`src/rtl/xbus_pkg.sv`:
```
// What this block does
// - Port 0 open-drain; latch one floats pin.
// - Port 0 multiplexes address/data during external access.
// - Ports 1-3 quasi-bidirectional with weak pullups.
// - Port 2 carries high address when wide.
// - Port 2 address ones driven strongly high.
// - Narrow data access keeps port 2 latch.
// - Port 3 alternate functions, bits 0-5; bits 6-7 write/read strobes.
// - Address latch pulse marks port 0 address.
// - Address latch pulses at oscillator over six.
// - Each data access skips one latch pulse.
// - Code strobe twice per cycle, data skips two.
// - Lock bit one holds strap from reset.
// - Flash mode: port 0 takes/gives code bytes.
// - Flash mode: address from ports 1 and 2.
// - Flash mode: latch pin is program pulse input.
package xbus_pkg;

  localparam int PHASES_PER_MC = 12;
  localparam logic [3:0] PH_FIRST = 4'h0;
  localparam logic [3:0] PH_LAST = 4'hb;
  localparam logic [3:0] PH_ALE_A = 4'h0;
  localparam logic [3:0] PH_ALE_A_END = 4'h1;
  localparam logic [3:0] PH_ADDR_A_END = 4'h2;
  localparam logic [3:0] PH_STRB_A = 4'h3;
  localparam logic [3:0] PH_HALF_END = 4'h5;
  localparam logic [3:0] PH_ALE_B = 4'h6;
  localparam logic [3:0] PH_ALE_B_END = 4'h7;
  localparam logic [3:0] PH_ADDR_B_END = 4'h8;
  localparam logic [3:0] PH_STRB_B = 4'h9;
  localparam logic [3:0] PH_RW_START = 4'h1;
  localparam int RST_HOLD_MC = 2;
  localparam int RST_HOLD_TICKS = RST_HOLD_MC * PHASES_PER_MC;
  localparam int OSC_DIV_DEFAULT = 4;
  localparam int OSC_DIV_MIN = 4;
  localparam int SYNC_WIDTH = 35;
  localparam logic [7:0] PORT_RESET = 8'hff;
  localparam int P3_WR_BIT = 6;
  localparam int P3_RD_BIT = 7;

  typedef enum logic [2:0] {
    ST_FETCH = 3'b001,
    ST_DADDR = 3'b010,
    ST_DSTRB = 3'b100
  } bus_state_t;

  typedef struct packed {
    logic [7:0] p3;
    logic [7:0] p2;
    logic [7:0] p1;
    logic [7:0] p0;
  } port_byte4_t;

  typedef struct packed {
    logic valid;
    logic write;
    logic wide;
    logic [15:0] addr;
    logic [7:0] wdata;
  } xdata_req_t;

  typedef struct packed {
    logic [7:0] addr_hi;
    logic [7:0] addr_lo;
    logic [7:0] data;
  } flash_word_t;

endpackage

```
`src/rtl/pin_sync.sv`:
```
`timescale 1ns/1ps
module pin_sync #(
  parameter int WIDTH = 8
) (
  input wire logic i_clk_sys,
  input wire logic i_rst_n,
  input wire logic [WIDTH-1:0] i_async,
  input wire logic [WIDTH-1:0] i_reset_val,
  output logic [WIDTH-1:0] o_level
);

  initial begin
    if (WIDTH < 1) begin
      $error("pin_sync needs WIDTH of at least one");
    end
  end

  logic [WIDTH-1:0] s1_ff;
  logic [WIDTH-1:0] s2_ff;
  logic [WIDTH-1:0] s3_ff;
  logic [WIDTH-1:0] level_ff;
  logic [WIDTH-1:0] nxt_level;
  logic [1:0] fill_ff;

  // A change is accepted only once the second and third stages agree.
  genvar b;
  generate
    for (b = 0; b < WIDTH; b++) begin : g_bit
      always_comb begin
        // While the stages still fill, take the second stage so the level is valid once filled.
        nxt_level[b] = (fill_ff != 2'h3) ? s2_ff[b] : ((s2_ff[b] == s3_ff[b]) ? s3_ff[b] : level_ff[b]);
      end
    end
  endgenerate

  always_ff @(posedge i_clk_sys) begin
    if (!i_rst_n) begin
      s1_ff <= '0;
      s2_ff <= '0;
      s3_ff <= '0;
      level_ff <= '0;
    end else begin
      s1_ff <= i_async;
      s2_ff <= s1_ff;
      s3_ff <= s2_ff;
      level_ff <= nxt_level;
    end
  end

  // The reset value is shown until the stages hold real pin levels, so no false edge follows reset.
  always_ff @(posedge i_clk_sys) begin
    if (!i_rst_n) begin
      fill_ff <= 2'h0;
    end else if (fill_ff != 2'h3) begin
      fill_ff <= fill_ff + 2'h1;
    end
  end

  assign o_level = (fill_ff == 2'h3) ? level_ff : i_reset_val;

endmodule // pin_sync

```
`src/rtl/port_and_external_memory_bus.sv`:
```
`timescale 1ns/1ps
module port_and_external_memory_bus #(
  parameter int OSC_DIV = xbus_pkg::OSC_DIV_DEFAULT
) (
  input wire logic i_clk_sys,
  input wire logic i_rst_n,
  input wire logic i_rst_pin,
  input wire logic i_external_fetch_strap_n,
  input wire logic i_lock_bit1,
  input wire logic i_program_pulse_in_mode,
  input wire logic i_verify_mode,
  input wire xbus_pkg::port_byte4_t i_latch,
  input wire logic [7:0] i_p3_alt_out,
  input wire logic [15:0] i_pc,
  input wire xbus_pkg::xdata_req_t i_xreq,
  input wire xbus_pkg::port_byte4_t i_pin,
  input wire logic i_ale_pin,
  input wire logic [7:0] i_flash_rdata,
  output xbus_pkg::port_byte4_t o_pin_out,
  output xbus_pkg::port_byte4_t o_pin_oe,
  output logic o_ale,
  output logic o_ale_oe,
  output logic o_code_read_strobe_n,
  output logic [7:0] o_code_byte,
  output logic o_code_valid,
  output logic o_xreq_taken,
  output logic o_data_done,
  output logic [7:0] o_rdata,
  output xbus_pkg::port_byte4_t o_pin_sync,
  output logic o_core_reset,
  output logic o_ext_exec,
  output xbus_pkg::flash_word_t o_flash,
  output logic o_flash_write
);
  import xbus_pkg::*;

  initial begin
    if (OSC_DIV < OSC_DIV_MIN) begin
      $error("OSC_DIV too small for the pin synchronisers");
    end
  end

  localparam logic [7:0] DIV_LAST = 8'(OSC_DIV - 1);
  localparam logic [4:0] RST_TICKS = 5'(RST_HOLD_TICKS);

  // Pin synchronisers.
  logic [SYNC_WIDTH-1:0] sync_level;
  port_byte4_t pin_s;
  logic rst_pin_s;
  logic ale_pin_s;
  logic strap_n_s;

  pin_sync #(.WIDTH(SYNC_WIDTH)) u_sync (
    .i_clk_sys(i_clk_sys),
    .i_rst_n(i_rst_n),
    .i_async({i_external_fetch_strap_n, i_ale_pin, i_rst_pin, i_pin}),
    .i_reset_val({1'b1, 1'b1, 1'b0, {4{PORT_RESET}}}),
    .o_level(sync_level)
  );

  assign pin_s = sync_level[31:0];
  assign rst_pin_s = sync_level[32];
  assign ale_pin_s = sync_level[33];
  assign strap_n_s = sync_level[34];

  // Oscillator tick, machine-cycle phase, reset pin qualification, strap hold.
  logic [7:0] div_ff, nxt_div;
  logic tick_ff, nxt_tick;
  logic [3:0] phase_ff, nxt_phase;
  logic [4:0] rst_cnt_ff, nxt_rst_cnt;
  logic core_reset_ff, nxt_core_reset;
  logic strap_held_ff, nxt_strap_held;
  logic strap_taken_ff, nxt_strap_taken;
  logic ext_exec;

  always_comb begin
    nxt_div = (div_ff == DIV_LAST) ? 8'h00 : div_ff + 8'h01;
    nxt_tick = (div_ff == DIV_LAST);
    nxt_phase = phase_ff;
    if (tick_ff) begin
      nxt_phase = (phase_ff == PH_LAST) ? PH_FIRST : phase_ff + 4'h1;
    end
    nxt_rst_cnt = rst_cnt_ff;
    if (!rst_pin_s) begin
      nxt_rst_cnt = 5'h00;
    end else if (tick_ff && rst_cnt_ff != RST_TICKS) begin
      nxt_rst_cnt = rst_cnt_ff + 5'h01;
    end
    // Release waits for a machine-cycle boundary so the bus restarts with whole phases.
    nxt_core_reset = (rst_pin_s && (rst_cnt_ff == RST_TICKS)) ||
      (core_reset_ff && !(tick_ff && phase_ff == PH_LAST));
    nxt_strap_held = strap_held_ff;
    nxt_strap_taken = strap_taken_ff;
    if (core_reset_ff || !strap_taken_ff) begin
      nxt_strap_held = strap_n_s;
      nxt_strap_taken = 1'b1;
    end
  end

  // With the lock bit set the strap is frozen as it stood at reset.
  assign ext_exec = i_lock_bit1 ? !strap_held_ff : !strap_n_s;

  always_ff @(posedge i_clk_sys) begin
    if (!i_rst_n) begin
      // Starting at one gives phase 0 its full length after reset.
      div_ff <= 8'h01;
      tick_ff <= 1'b0;
      phase_ff <= PH_FIRST;
      rst_cnt_ff <= 5'h00;
      core_reset_ff <= 1'b0;
      strap_held_ff <= 1'b1;
      strap_taken_ff <= 1'b0;
    end else begin
      div_ff <= nxt_div;
      tick_ff <= nxt_tick;
      phase_ff <= nxt_phase;
      rst_cnt_ff <= nxt_rst_cnt;
      core_reset_ff <= nxt_core_reset;
      strap_held_ff <= nxt_strap_held;
      strap_taken_ff <= nxt_strap_taken;
    end
  end

  // Bus sequencer: a data access borrows the second half of one machine cycle
  // for its address and the first half of the next for its strobe.
  bus_state_t state_ff, nxt_state;
  xdata_req_t req_ff, nxt_req;
  logic [7:0] code_ff, nxt_code;
  logic code_valid_ff, nxt_code_valid;
  logic taken_ff, nxt_taken;
  logic done_ff, nxt_done;
  logic [7:0] rdata_ff, nxt_rdata;
  logic half_end;
  logic bus_run;

  assign half_end = tick_ff && (phase_ff == PH_HALF_END || phase_ff == PH_LAST);
  assign bus_run = !core_reset_ff && !i_program_pulse_in_mode;

  always_comb begin
    nxt_state = state_ff;
    nxt_req = req_ff;
    nxt_code = code_ff;
    nxt_code_valid = 1'b0;
    nxt_taken = 1'b0;
    nxt_done = 1'b0;
    nxt_rdata = rdata_ff;
    case (state_ff)
      ST_FETCH: begin
        if (half_end && ext_exec && bus_run) begin
          nxt_code = pin_s.p0;
          nxt_code_valid = 1'b1;
        end
        if (tick_ff && phase_ff == PH_HALF_END && i_xreq.valid && bus_run) begin
          nxt_req = i_xreq;
          nxt_taken = 1'b1;
          nxt_state = ST_DADDR;
        end
      end
      ST_DADDR: begin
        if (tick_ff && phase_ff == PH_LAST) begin
          nxt_state = ST_DSTRB;
        end
      end
      ST_DSTRB: begin
        if (tick_ff && phase_ff == PH_HALF_END) begin
          if (!req_ff.write) begin
            nxt_rdata = pin_s.p0;
          end
          nxt_done = 1'b1;
          nxt_state = ST_FETCH;
        end
      end
      default: begin
        nxt_state = ST_FETCH;
      end
    endcase
    if (!bus_run && state_ff != ST_DSTRB) begin
      nxt_state = ST_FETCH;
    end
  end

  always_ff @(posedge i_clk_sys) begin
    if (!i_rst_n) begin
      state_ff <= ST_FETCH;
      req_ff <= '0;
      code_ff <= 8'h00;
      code_valid_ff <= 1'b0;
      taken_ff <= 1'b0;
      done_ff <= 1'b0;
      rdata_ff <= 8'h00;
    end else begin
      state_ff <= nxt_state;
      req_ff <= nxt_req;
      code_ff <= nxt_code;
      code_valid_ff <= nxt_code_valid;
      taken_ff <= nxt_taken;
      done_ff <= nxt_done;
      rdata_ff <= nxt_rdata;
    end
  end

  // Pin drivers. An enable of one drives the pin; ports 1 to 3 rely on a
  // weak pullup whenever the enable is low.
  port_byte4_t out_ff, nxt_out;
  port_byte4_t oe_ff, nxt_oe;
  logic ale_ff, nxt_ale;
  logic ale_oe_ff, nxt_ale_oe;
  logic code_read_strobe_n_ff, nxt_code_read_strobe_n;
  flash_word_t flash_ff, nxt_flash;
  logic fwrite_ff, nxt_fwrite;
  logic ale_prev_ff, nxt_ale_prev;
  logic addr_phase;
  logic strb_phase;
  logic rw_phase;
  logic [7:0] p3_val;

  assign addr_phase = (phase_ff <= PH_ADDR_A_END) || (phase_ff >= PH_ALE_B && phase_ff <= PH_ADDR_B_END);
  assign strb_phase = (phase_ff >= PH_STRB_A && phase_ff <= PH_HALF_END) || (phase_ff >= PH_STRB_B);
  assign rw_phase = (state_ff == ST_DSTRB) && (phase_ff >= PH_RW_START) && (phase_ff <= PH_HALF_END);

  always_comb begin
    nxt_ale = 1'b0;
    nxt_code_read_strobe_n = 1'b1;
    nxt_out = i_latch;
    nxt_oe.p0 = ~i_latch.p0;
    nxt_oe.p1 = ~i_latch.p1;
    nxt_oe.p2 = ~i_latch.p2;
    p3_val = i_latch.p3 & {2'b11, i_p3_alt_out[5:0]};
    if (rw_phase && req_ff.write) begin
      p3_val[P3_WR_BIT] = 1'b0;
    end
    if (rw_phase && !req_ff.write) begin
      p3_val[P3_RD_BIT] = 1'b0;
    end
    nxt_out.p3 = p3_val;
    nxt_oe.p3 = ~p3_val;
    if (bus_run) begin
      // The pulse at phase 0 is dropped while a data strobe is under way.
      nxt_ale = (phase_ff == PH_ALE_A || phase_ff == PH_ALE_A_END) ? (state_ff != ST_DSTRB) :
        (phase_ff == PH_ALE_B || phase_ff == PH_ALE_B_END);
      if (state_ff == ST_FETCH && ext_exec) begin
        nxt_code_read_strobe_n = !strb_phase;
        nxt_out.p0 = addr_phase ? i_pc[7:0] : 8'h00;
        nxt_oe.p0 = addr_phase ? 8'hff : 8'h00;
        nxt_out.p2 = i_pc[15:8];
        nxt_oe.p2 = 8'hff;
      end
      if (state_ff == ST_DADDR || state_ff == ST_DSTRB) begin
        if (state_ff == ST_DADDR && phase_ff <= PH_ADDR_B_END) begin
          nxt_out.p0 = req_ff.addr[7:0];
          nxt_oe.p0 = 8'hff;
        end else begin
          nxt_out.p0 = req_ff.wdata;
          nxt_oe.p0 = req_ff.write ? 8'hff : 8'h00;
        end
        if (req_ff.wide) begin
          nxt_out.p2 = req_ff.addr[15:8];
          nxt_oe.p2 = 8'hff;
        end
      end
    end
    nxt_ale_oe = !i_program_pulse_in_mode;
    nxt_flash.addr_lo = pin_s.p1;
    nxt_flash.addr_hi = pin_s.p2;
    nxt_flash.data = pin_s.p0;
    nxt_ale_prev = ale_pin_s;
    nxt_fwrite = i_program_pulse_in_mode && !i_verify_mode && ale_prev_ff && !ale_pin_s;
    if (i_program_pulse_in_mode) begin
      nxt_oe.p1 = 8'h00;
      nxt_oe.p2 = 8'h00;
      nxt_out.p0 = i_flash_rdata;
      // Verify output is open drain and needs pullups on the board.
      nxt_oe.p0 = i_verify_mode ? ~i_flash_rdata : 8'h00;
    end
  end

  always_ff @(posedge i_clk_sys) begin
    if (!i_rst_n) begin
      out_ff <= {4{PORT_RESET}};
      oe_ff <= '0;
      ale_ff <= 1'b0;
      ale_oe_ff <= 1'b1;
      code_read_strobe_n_ff <= 1'b1;
      flash_ff <= '0;
      fwrite_ff <= 1'b0;
      ale_prev_ff <= 1'b1;
    end else begin
      out_ff <= nxt_out;
      oe_ff <= nxt_oe;
      ale_ff <= nxt_ale;
      ale_oe_ff <= nxt_ale_oe;
      code_read_strobe_n_ff <= nxt_code_read_strobe_n;
      flash_ff <= nxt_flash;
      fwrite_ff <= nxt_fwrite;
      ale_prev_ff <= nxt_ale_prev;
    end
  end

  // Registered status outputs.
  port_byte4_t pin_sync_ff;
  logic ext_exec_ff;

  always_ff @(posedge i_clk_sys) begin
    if (!i_rst_n) begin
      pin_sync_ff <= {4{PORT_RESET}};
      ext_exec_ff <= 1'b0;
    end else begin
      pin_sync_ff <= pin_s;
      ext_exec_ff <= ext_exec;
    end
  end

  assign o_pin_out = out_ff;
  assign o_pin_oe = oe_ff;
  assign o_ale = ale_ff;
  assign o_ale_oe = ale_oe_ff;
  assign o_code_read_strobe_n = code_read_strobe_n_ff;
  assign o_code_byte = code_ff;
  assign o_code_valid = code_valid_ff;
  assign o_xreq_taken = taken_ff;
  assign o_data_done = done_ff;
  assign o_rdata = rdata_ff;
  assign o_pin_sync = pin_sync_ff;
  assign o_core_reset = core_reset_ff;
  assign o_ext_exec = ext_exec_ff;
  assign o_flash = flash_ff;
  assign o_flash_write = fwrite_ff;

endmodule // port_and_external_memory_bus

```
`config.mk`:
```
export PLATFORM = sky130hd
export DESIGN_NAME = port_and_external_memory_bus
export DESIGN_NICKNAME = d
export VERILOG_FILES = /design/src/rtl/xbus_pkg.sv /design/src/rtl/pin_sync.sv /design/src/rtl/port_and_external_memory_bus.sv
export SDC_FILE = /design/constraint.sdc
export NUM_CORES = 1
export LEC_CHECK = 0
export BUFFER_PORTS_ARGS = -buffer_cell sky130_fd_sc_hd__buf_4
export CAP_MARGIN = 0
export CORE_ASPECT_RATIO = 1.4
export CORE_MARGIN = 1.5
export CORE_UTILIZATION = 45
export DETAILED_ROUTE_END_ITERATION = 10
export PLACE_DENSITY = 0.72
export SETUP_SLACK_MARGIN = 0.5
export SLEW_MARGIN = 20
export SYNTH_ARGS = -nofsm -noshare
export SYNTH_HDL_FRONTEND = slang
export SYNTH_HIERARCHICAL = 1
export SYNTH_SLANG_ARGS = --single-unit
```
`constraint.sdc`:
```
create_clock -name i_clk_sys -period 2.65 [get_ports i_clk_sys]
set_clock_uncertainty 0.2 [all_clocks]
set_input_delay 0.1325 -clock i_clk_sys [delete_from_list [all_inputs] [get_ports i_clk_sys]]
set_output_delay 0.1325 -clock i_clk_sys [all_outputs]
set_load 0.005 [all_outputs]
```
Word-level counts from Yosys, hierarchy flattened
Index checks and enable logic that the tools add are counted.
- bits in registers: 337
- bits of input ports: 131
- word-level logic and storage cells: 346
- add/sub/neg operators: 4
- order comparisons: 7
- equality and inequality tests: 52
- multiplexer cells: 106
- bitwise logic cells: 8
- reductions and logical operators: 91
- operators by type and width (cell ; number):
    $mux 8 ; 22
    $mux 1 ; 78
    $reduce_bool 2->1 ; 35
    $not 8->8 ; 5
    $eq 1x1->1 ; 35
    $mux 35 ; 1
    $logic_and 1x1->1 ; 23
    $reduce_and 2->1 ; 7
    $eq 4x3->1 const B ; 3
    $logic_not 1->1 ; 11
    $mux 3 ; 3
    $pmux 3 s3 ; 1
    $reduce_and 3->1 ; 3
    $add 8x1->8 const B ; 1
    $and 8x8->8 ; 1
    $eq 8x2->1 const B ; 1
    $logic_or 1x1->1 ; 8
    $ne 2x2->1 const B ; 4
    $reduce_or 2->1 ; 3
    $add 5x1->5 const B ; 1
    $eq 5x5->1 const B ; 1
    $ne 5x5->1 const B ; 1
    $add 4x1->4 const B ; 1
    $eq 4x1->1 const B ; 1
    other kinds (17) ; 18

Depth between registers and ports, before layout
Gate-level depths: netlist (run 1).
- word-level depth: 9
- gate-level depth with buffers: 9
- gate-level depth less buffers: 6

Modules after synthesis
The synthesis (run 1) kept the hierarchy.
- by module, submodules not included (module ; instances ; cells an instance ; area an instance (sq um)):
    port_and_external_memory_bus ; 1 ; 721 ; 6907.9
    pin_sync ; 1 ; 495 ; 5366.4

Least setup slack after synthesis (run 1)
Ideal clock, no wire load.
- kind: reg2reg
- start: reg u_sync.fill_ff[0]
- end: reg out_ff, in the netlist o_pin_out[22]
- library setup time: 0.127 ns
- data arrival time: 2.090 ns
- required time: 2.323 ns
- setup slack: 0.233 ns
- cell stages (with the launch flop): 9
- path through: dfxtp_1 > ha_1 > buf_6 > mux2_2 > mux2i_1 > nand2_1 > buf_2 > a221oi_1 > o21ai_0
- cells in the longest elaborated chain, start to end: 9
- RTL lines (item ; line ; source):
    start, declared ; pin_sync.sv:23 ; logic [1:0] fill_ff;
    start signal, assigned ; pin_sync.sv:55 ; fill_ff <= fill_ff + 2'h1;
    $eq 2x2->1 * ; pin_sync.sv:59 ; assign o_level = (fill_ff == 2'h3) ? level_ff : i_reset_val;
    $mux 35 * ; pin_sync.sv:59 ;
    net sync_level[34] ; port_and_external_memory_bus.sv:47 ; logic [SYNC_WIDTH-1:0] sync_level;
    $logic_not 1->1 * ; port_and_external_memory_bus.sv:101 ; assign ext_exec = i_lock_bit1 ? !strap_held_ff : !strap_n_s;
    $mux 1 * ; port_and_external_memory_bus.sv:101 ;
    $logic_and 1x1->1 * ; port_and_external_memory_bus.sv:241 ; if (state_ff == ST_FETCH && ext_exec) begin
    $mux 8 * ; port_and_external_memory_bus.sv:241 ;
    $mux 8 ; port_and_external_memory_bus.sv:256 ; if (req_ff.wide) begin
    $mux 8 * ; port_and_external_memory_bus.sv:248 ; if (state_ff == ST_DADDR || state_ff == ST_DSTRB) begin
    $mux 8 * ; port_and_external_memory_bus.sv:237 ; if (bus_run) begin
    end signal, assigned ; port_and_external_memory_bus.sv:279 ; out_ff <= {4{PORT_RESET}};
    end signal, assigned ; port_and_external_memory_bus.sv:288 ; out_ff <= nxt_out;
    end, declared ; port_and_external_memory_bus.sv:204 ; port_byte4_t out_ff, nxt_out;
Mark *: on every way through the listed nets, which the timed path passes. The rest lies on a longest branch.
A chain may end at the register's enable or synchronous reset.

Worst setup path after layout (run 1)
- start: reg u_sync.fill_ff[0]
- end: reg out_ff, in the netlist o_pin_out[1]
- cells in the longest elaborated chain, start to end: 9
- RTL lines (item ; line ; source):
    $eq 2x2->1 ; pin_sync.sv:59 ;
    $mux 35 ; pin_sync.sv:59 ;
    net sync_level[34] ; port_and_external_memory_bus.sv:47 ;
    $logic_not 1->1 ; port_and_external_memory_bus.sv:101 ;
    $mux 1 ; port_and_external_memory_bus.sv:101 ;
    $logic_and 1x1->1 ; port_and_external_memory_bus.sv:241 ;
    $mux 8 ; port_and_external_memory_bus.sv:241 ;
    $mux 8 ; port_and_external_memory_bus.sv:248 ;
    $mux 8 ; port_and_external_memory_bus.sv:237 ;
    $mux 8 ; port_and_external_memory_bus.sv:268 ; if (i_program_pulse_in_mode) begin
The timed path passes the listed nets, and every way through them passes these cells.

==> impl_metrics.tcl, run 1 <==
set metrics [dict create \
    final_antenna_net_count 0 \
    grt_pass1_vias 9718 \
    r2r_slack_ns 0.57 \
    die_w_microns 143 \
    antenna_found_initial 0 \
    period_share 0.786 \
    netlist_area_sq_um 12300 \
    fin_nets 1790 \
    status "finished, final reports clean" \
    cellLeakagePower_nw 7.49 \
    clock-root-buffer "clkbuf_16" \
    crit_top_cell "a221oi_1" \
    reg2reg_depth 7 \
    hold_depth 3 \
    rows 71 \
    drive_gt1_frac 0.279 \
    critPathSlowestCell "dfxtp_2" \
    totalWireLength_microns 31800 \
    synthTopCellsByCount "337 x dfxtp_1, 123 x nand2_1, 98 x and2_1, 89 x a21oi_1, 87 x nor2_1" \
    finalSetupTns_ns 0 \
    antennaDiodeCount 0 \
    first_iter_violations 490 \
    groute.usage.overall 0.216 \
    viasPerCell 4.92 \
    p_switching_mw 2.64 \
    htree_levels 2 \
    port_buffers 273 \
    cts_buffer_depth 3 \
    grt_pass1_wl_microns 48300 \
    p_per_area_nw_per_um2 653 \
    insertion_delay_ns 0.51 \
    timing.rr.start "u_sync/fill_ff[0]" \
    place.gp.congestion 0.850 \
    cp_cell_sequence "ha_4, mux2_4, mux2i_4, buf_6, nand2_8, a221oi_1, a221oi_1" \
    max_freq_mhz 480 \
    start_util 0.458 \
    vias 10000 \
    yosys_most_used_dff "dfxtp_1" \
    synth_area_per_cell_sq_um 10.1 \
    yosysSeqAreaShare 0.550 \
    cp.required_ns 2.82 \
    drt_pass1_iterations 4 \
    hold_end "o_flash_write" \
    grt_max_degree 99 \
    cts.sinks 337 \
    ys_top_cells_by_area "dfxtp_1 55%, and2_1 5.0%, o32ai_2 4.4%, nand2_1 3.8%, a21oi_1 3.6%" \
    sw_frac_of_total 0.230 \
    worst_setup_path_end_kind "flip-flop" \
    synth_seq_cells 337 \
    finish.utilization 0.653 \
    route.detailed.drc 0 \
    min-delay-start "i_verify_mode" \
    die_height_microns 198 \
    grt_overflow 0 \
    core-area_sq_um 26800 \
    areaGrowthSynthToFinish_pct 42.8 \
    min_path_type "in -> reg" \
    comb_power_share 0.124 \
    final_max_slew_viol_count 0 \
    netlist.area_leader.share 0.550 \
    r2r-end "o_pin_out[1]" \
    tritoncts "done" \
    hpwl_microns 19700 \
    place_inst 1829 \
    cts_buffers 34 \
    arrival_ns 2.25 \
    routedWlPerCell_microns 15.6 \
    p_seq_frac 0.473 \
    synth.most_common_cell "dfxtp_1" \
    finalCriticalPeriod_ns 2.08 \
    maxSlewHeadroom 0.446 \
    cap_viol_max_count 0 \
    layout.cells.non_filler 2035 \
    setup_viol 0 \
    cp_slowest_stage_delay_ns 0.37 \
    irDropWorstVdd_mv 0.563 \
    startpoint "u_sync/fill_ff[0]" \
    path_max_fanout 9 \
    grt_setup_unrepaired "false" \
    die_area_sq_um 28300 \
    start_kind "flip-flop" \
    async_reset_ff_frac 0 \
    synth_edf_count 0 \
    yosysUniqueCellTypes 56 \
    clk_pin_slew_ns 0.06 \
    hold_viol 0 \
    worst_pin_slew_ns 0.830 \
    power_frac_clock 0.402 \
    criticalPathCategory "reg -> reg" \
    netlist_instances 1216 \
    synth_top_area_cell "dfxtp_1" \
    intPower_mw 8.81 \
    io_pins 276 \
    yosys_warnings 6 \
]
## cells in the final DEF (no fill, tap or decap), types with 8 or more instances in the layout
cell type and n:
o22ai_1 16, clkbuf_16 35, a211oi_1 9, xor2_1 9
nand2b_1 43, conb_1 35, inv_1 47, buf_4 288
and3_1 19, dlygate4sd3_1 144, mux2_2 22, a21oi_1 89
dfxtp_1 331, o21ai_0 22, mux2_4 13, mux2i_1 28
and2_1 98, a221oi_1 8, nor2_1 86, nand2_1 122
nor2b_1 38, a221oi_2 16, o32ai_2 33
## worst max-delay path, delay by kind of cell, from the launching register on
family,cells,cell delay (ns)
AND/OR/NAND/NOR,1,0.12
adder cells (fa/ha/maj),1,0.15
AO/OA/AOI/OAI,2,0.39
buffers and inverters,1,0.19
flip-flops,1,0.37
multiplexers,2,0.51
## cell type report
cell class              instances  area, sq um
clock buffers                  47          991
repair buffers                442         3760
well taps                     365          457
clock inverters                10         82.6
multi-input cells             783         5290
inverters                      51          194
flip-flops and latches        337         6750
fillers                      2098         9300
## per-stage QoR
step	worst slack [ns]	instance area, sq um	hold WS (ns)	power, mW
finish	0.568	17500	0.145	11.4
global route	0.471	17500	0.137	11.9
CTS	0.500	17300	0.0145	11.5
detailed placement	0.232	14700	0.123	6.69
global placement	0.296	14700	0.122	6.66
floorplan	0.501	12400	0.00948	6.18
## power by group through the flow
stage	Clock (mW)	Sequential [mW]	Combinational, mW
after CTS	4.74	5.41	1.36
after floorplan	0	5.52	0.665
after global routing	4.93	5.43	1.54
final	4.60	5.41	1.42
after detailed placement	0	5.52	1.17
after global placement	0	5.51	1.15
## sequential cells by signal (all words and copies together) (netlist names), 8 cells and up
name	flops
req_ff	26
o_pin_sync	32
o_code_byte	8
o_pin_out	32
div_ff	8
u_sync/level_ff	35
u_sync/s3_ff	35
o_flash	24
u_sync/s2_ff	35
o_rdata	8
u_sync/s1_ff	35
o_pin_oe	32
## per-layer routing
metal	track usage	share of wire
met2	0.405	0.53
met3	0.0501	0.066
met5	0	0
met1	0.223	0.37
met4	0.102	0.037
## cell families (layout without fill, tap and decap cells)
group / Yosys count / after routing / synth area share
AND/OR/NAND/NOR: 444 / 445 / 0.185
AO/OA/AOI/OAI: 214 / 214 / 0.133
multiplexers: 64 / 64 / 0.0594
flip-flops: 337 / 337 / 0.550
other: 2 / 35 / 0.000612
XOR/XNOR: 15 / 15 / 0.0107
buffers and inverters: 130 / 550 / 0.0519
adder cells (fa/ha/maj): 10 / 10 / 0.0102
## worst max-delay path by stage
stage / cells after the start / end / slack (ns)
2_1_floorplan: 9 / o_code_byte[0] / 0.50
3_3_place_gp: 7 / o_pin_oe[2] / 0.30
3_5_place_dp: 7 / o_pin_oe[6] / 0.23
4_1_cts: 7 / o_pin_oe[23] / 0.50
5_1_grt: 7 / o_pin_out[6] / 0.47
6_report: 7 / o_pin_out[1] / 0.57
## timing repair
item	4_1_cts	5_1_grt
hold buffers	143	1
setup endpoints to repair	80	73
cloned	0	1
pin swaps	0	2
hold endpoints to repair	172	1
gates resized for setup	13	45
setup buffers	3	1
Power figures use the tool's default switching activity.
==> run 2, diff against run 1 <==
clock period = 1.95 ns   (was 2.65 ns; I/O delays follow)
==> impl_metrics.tcl, run 2 (same netlist as run 1, synthesis figures left out) <==
set metrics [dict create \
    pre_cts_slack_ns -0.180 \
    io_pins 276 \
    die_w_microns 143 \
    final_common_cell "dfxtp_1" \
    viasPerCell 5.08 \
    power_mw 16.5 \
    arrival_ns 2.32 \
    cellLeakagePower_nw 8.34 \
    final_max_slew_viol_count 0 \
    finalCriticalPeriod_ns 2.12 \
    groute.usage.overall 0.247 \
    grt_overflow 0 \
    cap_viol_max_count 0 \
    grt_pass1_wl_microns 55000 \
    finalSetupTns_ns -3.08 \
    htree_levels 1 \
    place.gp.congestion 0.863 \
    die_height_microns 198 \
    tritoncts "done" \
    die_area_sq_um 28300 \
    core-area_sq_um 26800 \
    start_util 0.458 \
    areaGrowthSynthToFinish_pct 58.6 \
    worst_pin_slew_ns 0.971 \
    hold_viol 0 \
    fillCellCount 1789 \
    grt_max_degree 74 \
    route.detailed.drc 0 \
    drt_pass1_iterations 5 \
    rows 71 \
    drive_gt1_frac 0.372 \
    min_path_type "in -> reg" \
    violations "negative setup slack" \
    p_per_area_nw_per_um2 850 \
    hpwl_microns 20400 \
    path_max_fanout 8 \
    fin_nets 1855 \
    first_iter_violations 470 \
    timing.hold.ws_ns 0.0330 \
    fin_ws_ns -0.166 \
    antenna_found_initial 0 \
    worst_setup_path_end_kind "flip-flop" \
    grt_pass1_vias 10600 \
    vias 10700 \
    port_buffers 273 \
    criticalPathCategory "reg -> reg" \
    period_share 1.08 \
    start_kind "flip-flop" \
    setup_viol 41 \
    wl_met1_microns 13400 \
    layout.cells.non_filler 2101 \
    totalWireLength_microns 37400 \
    clk_pin_slew_ns 0.07 \
    max_freq_mhz 473 \
    top_layer "met4" \
    clock-root-buffer "clkbuf_16" \
    cp.required_ns 2.15 \
    grt_setup_unrepaired "true" \
    cts_buffers 31 \
    maxSlewHeadroom 0.352 \
    antennaDiodeCount 0 \
    routedWlPerCell_microns 17.8 \
    routed-wl-met3_microns 2230 \
    wl_met2_microns 19700 \
    cts_buffer_depth 3 \
    final_antenna_net_count 0 \
    cts.sinks 337 \
    irDropWorstVdd_mv 0.759 \
    place_inst 1854 \
    insertion_delay_ns 0.56 \
    status "finished with violations" \
    layout_common_cells "328 x dfxtp_1, 310 x buf_4, 139 x dlygate4sd3_1" \
]
[run 2: cell count changes in the layout (fill, tap and decap cells not counted), moves of 13 or more]
cell	previous run	this run
a21oi_1	89	51
nand2b_4	1	28
nand2b_1	43	17
a21oi_4	0	23
buf_4	288	310
mux2_2	22	0
mux2_4	13	35
buf_6	5	23
a21oi_2	0	15
buf_12	5	18
[run 2: routing by layer]
metal	vias to the layer above	GRT usage
met3	147	0.0513
li1	5057	-
met4	0	0.122
met5	-	0
met2	431	0.460
met1	5036	0.261
[run 2: path summary, 6_finish.rpt]
check                     from                to  slack, ns  depth (start not counted)
max          u_sync/fill_ff[1]      o_pin_out[4]      -0.17                          8
min                i_lock_bit1        o_ext_exec       0.03                          5
max reg2reg  u_sync/fill_ff[1]      o_pin_out[4]      -0.17                          8
min reg2reg   u_sync/s1_ff[10]  u_sync/s2_ff[10]       0.23                          1
[run 2: critical path, cell delays in order, from the launching register on]
cell and delay (ns):
dfxtp_2 0.36, ha_4 0.15, mux2_4 0.31, mux2i_4 0.17, buf_12 0.15, nand2_4 0.08, buf_8 0.16, a221oi_4 0.30
a221oi_2 0.08
[run 2: repair_timing]
item / 4_1_cts / 5_1_grt
hold buffers: 138 / 2
cloned: 13 / 3
hold endpoints to repair: 212 / 2
pin swaps: 33 / 32
buffers inserted: 25 / 11
endpoints found under the setup margin: 198 / 334
gates resized for setup: 119 / 130
[run 2: final cells by class]
cell class              count  area [sq um]  area share
clock buffers              41           863      0.0443
clock inverters            14           203      0.0104
inverters                  51           196      0.0101
multi-input cells         782          6150       0.316
flip-flops and latches    337          6770       0.348
well taps                 365           457      0.0235
repair buffers            511          4830       0.248
[run 2: power breakdown]
part / internal, mW / switching [mW]
Combinational: 1.64 / 1.17
Clock: 3.76 / 2.59
Sequential: 7.22 / 0.169
[run 2: stage by stage]
step	area, sq um	utilization
2_1_floorplan	12600	-
3_3_place_gp	15100	0.563
3_5_place_dp	15100	0.563
4_1_cts	18600	0.694
5_1_grt	19500	0.726
6_report	19500	0.726
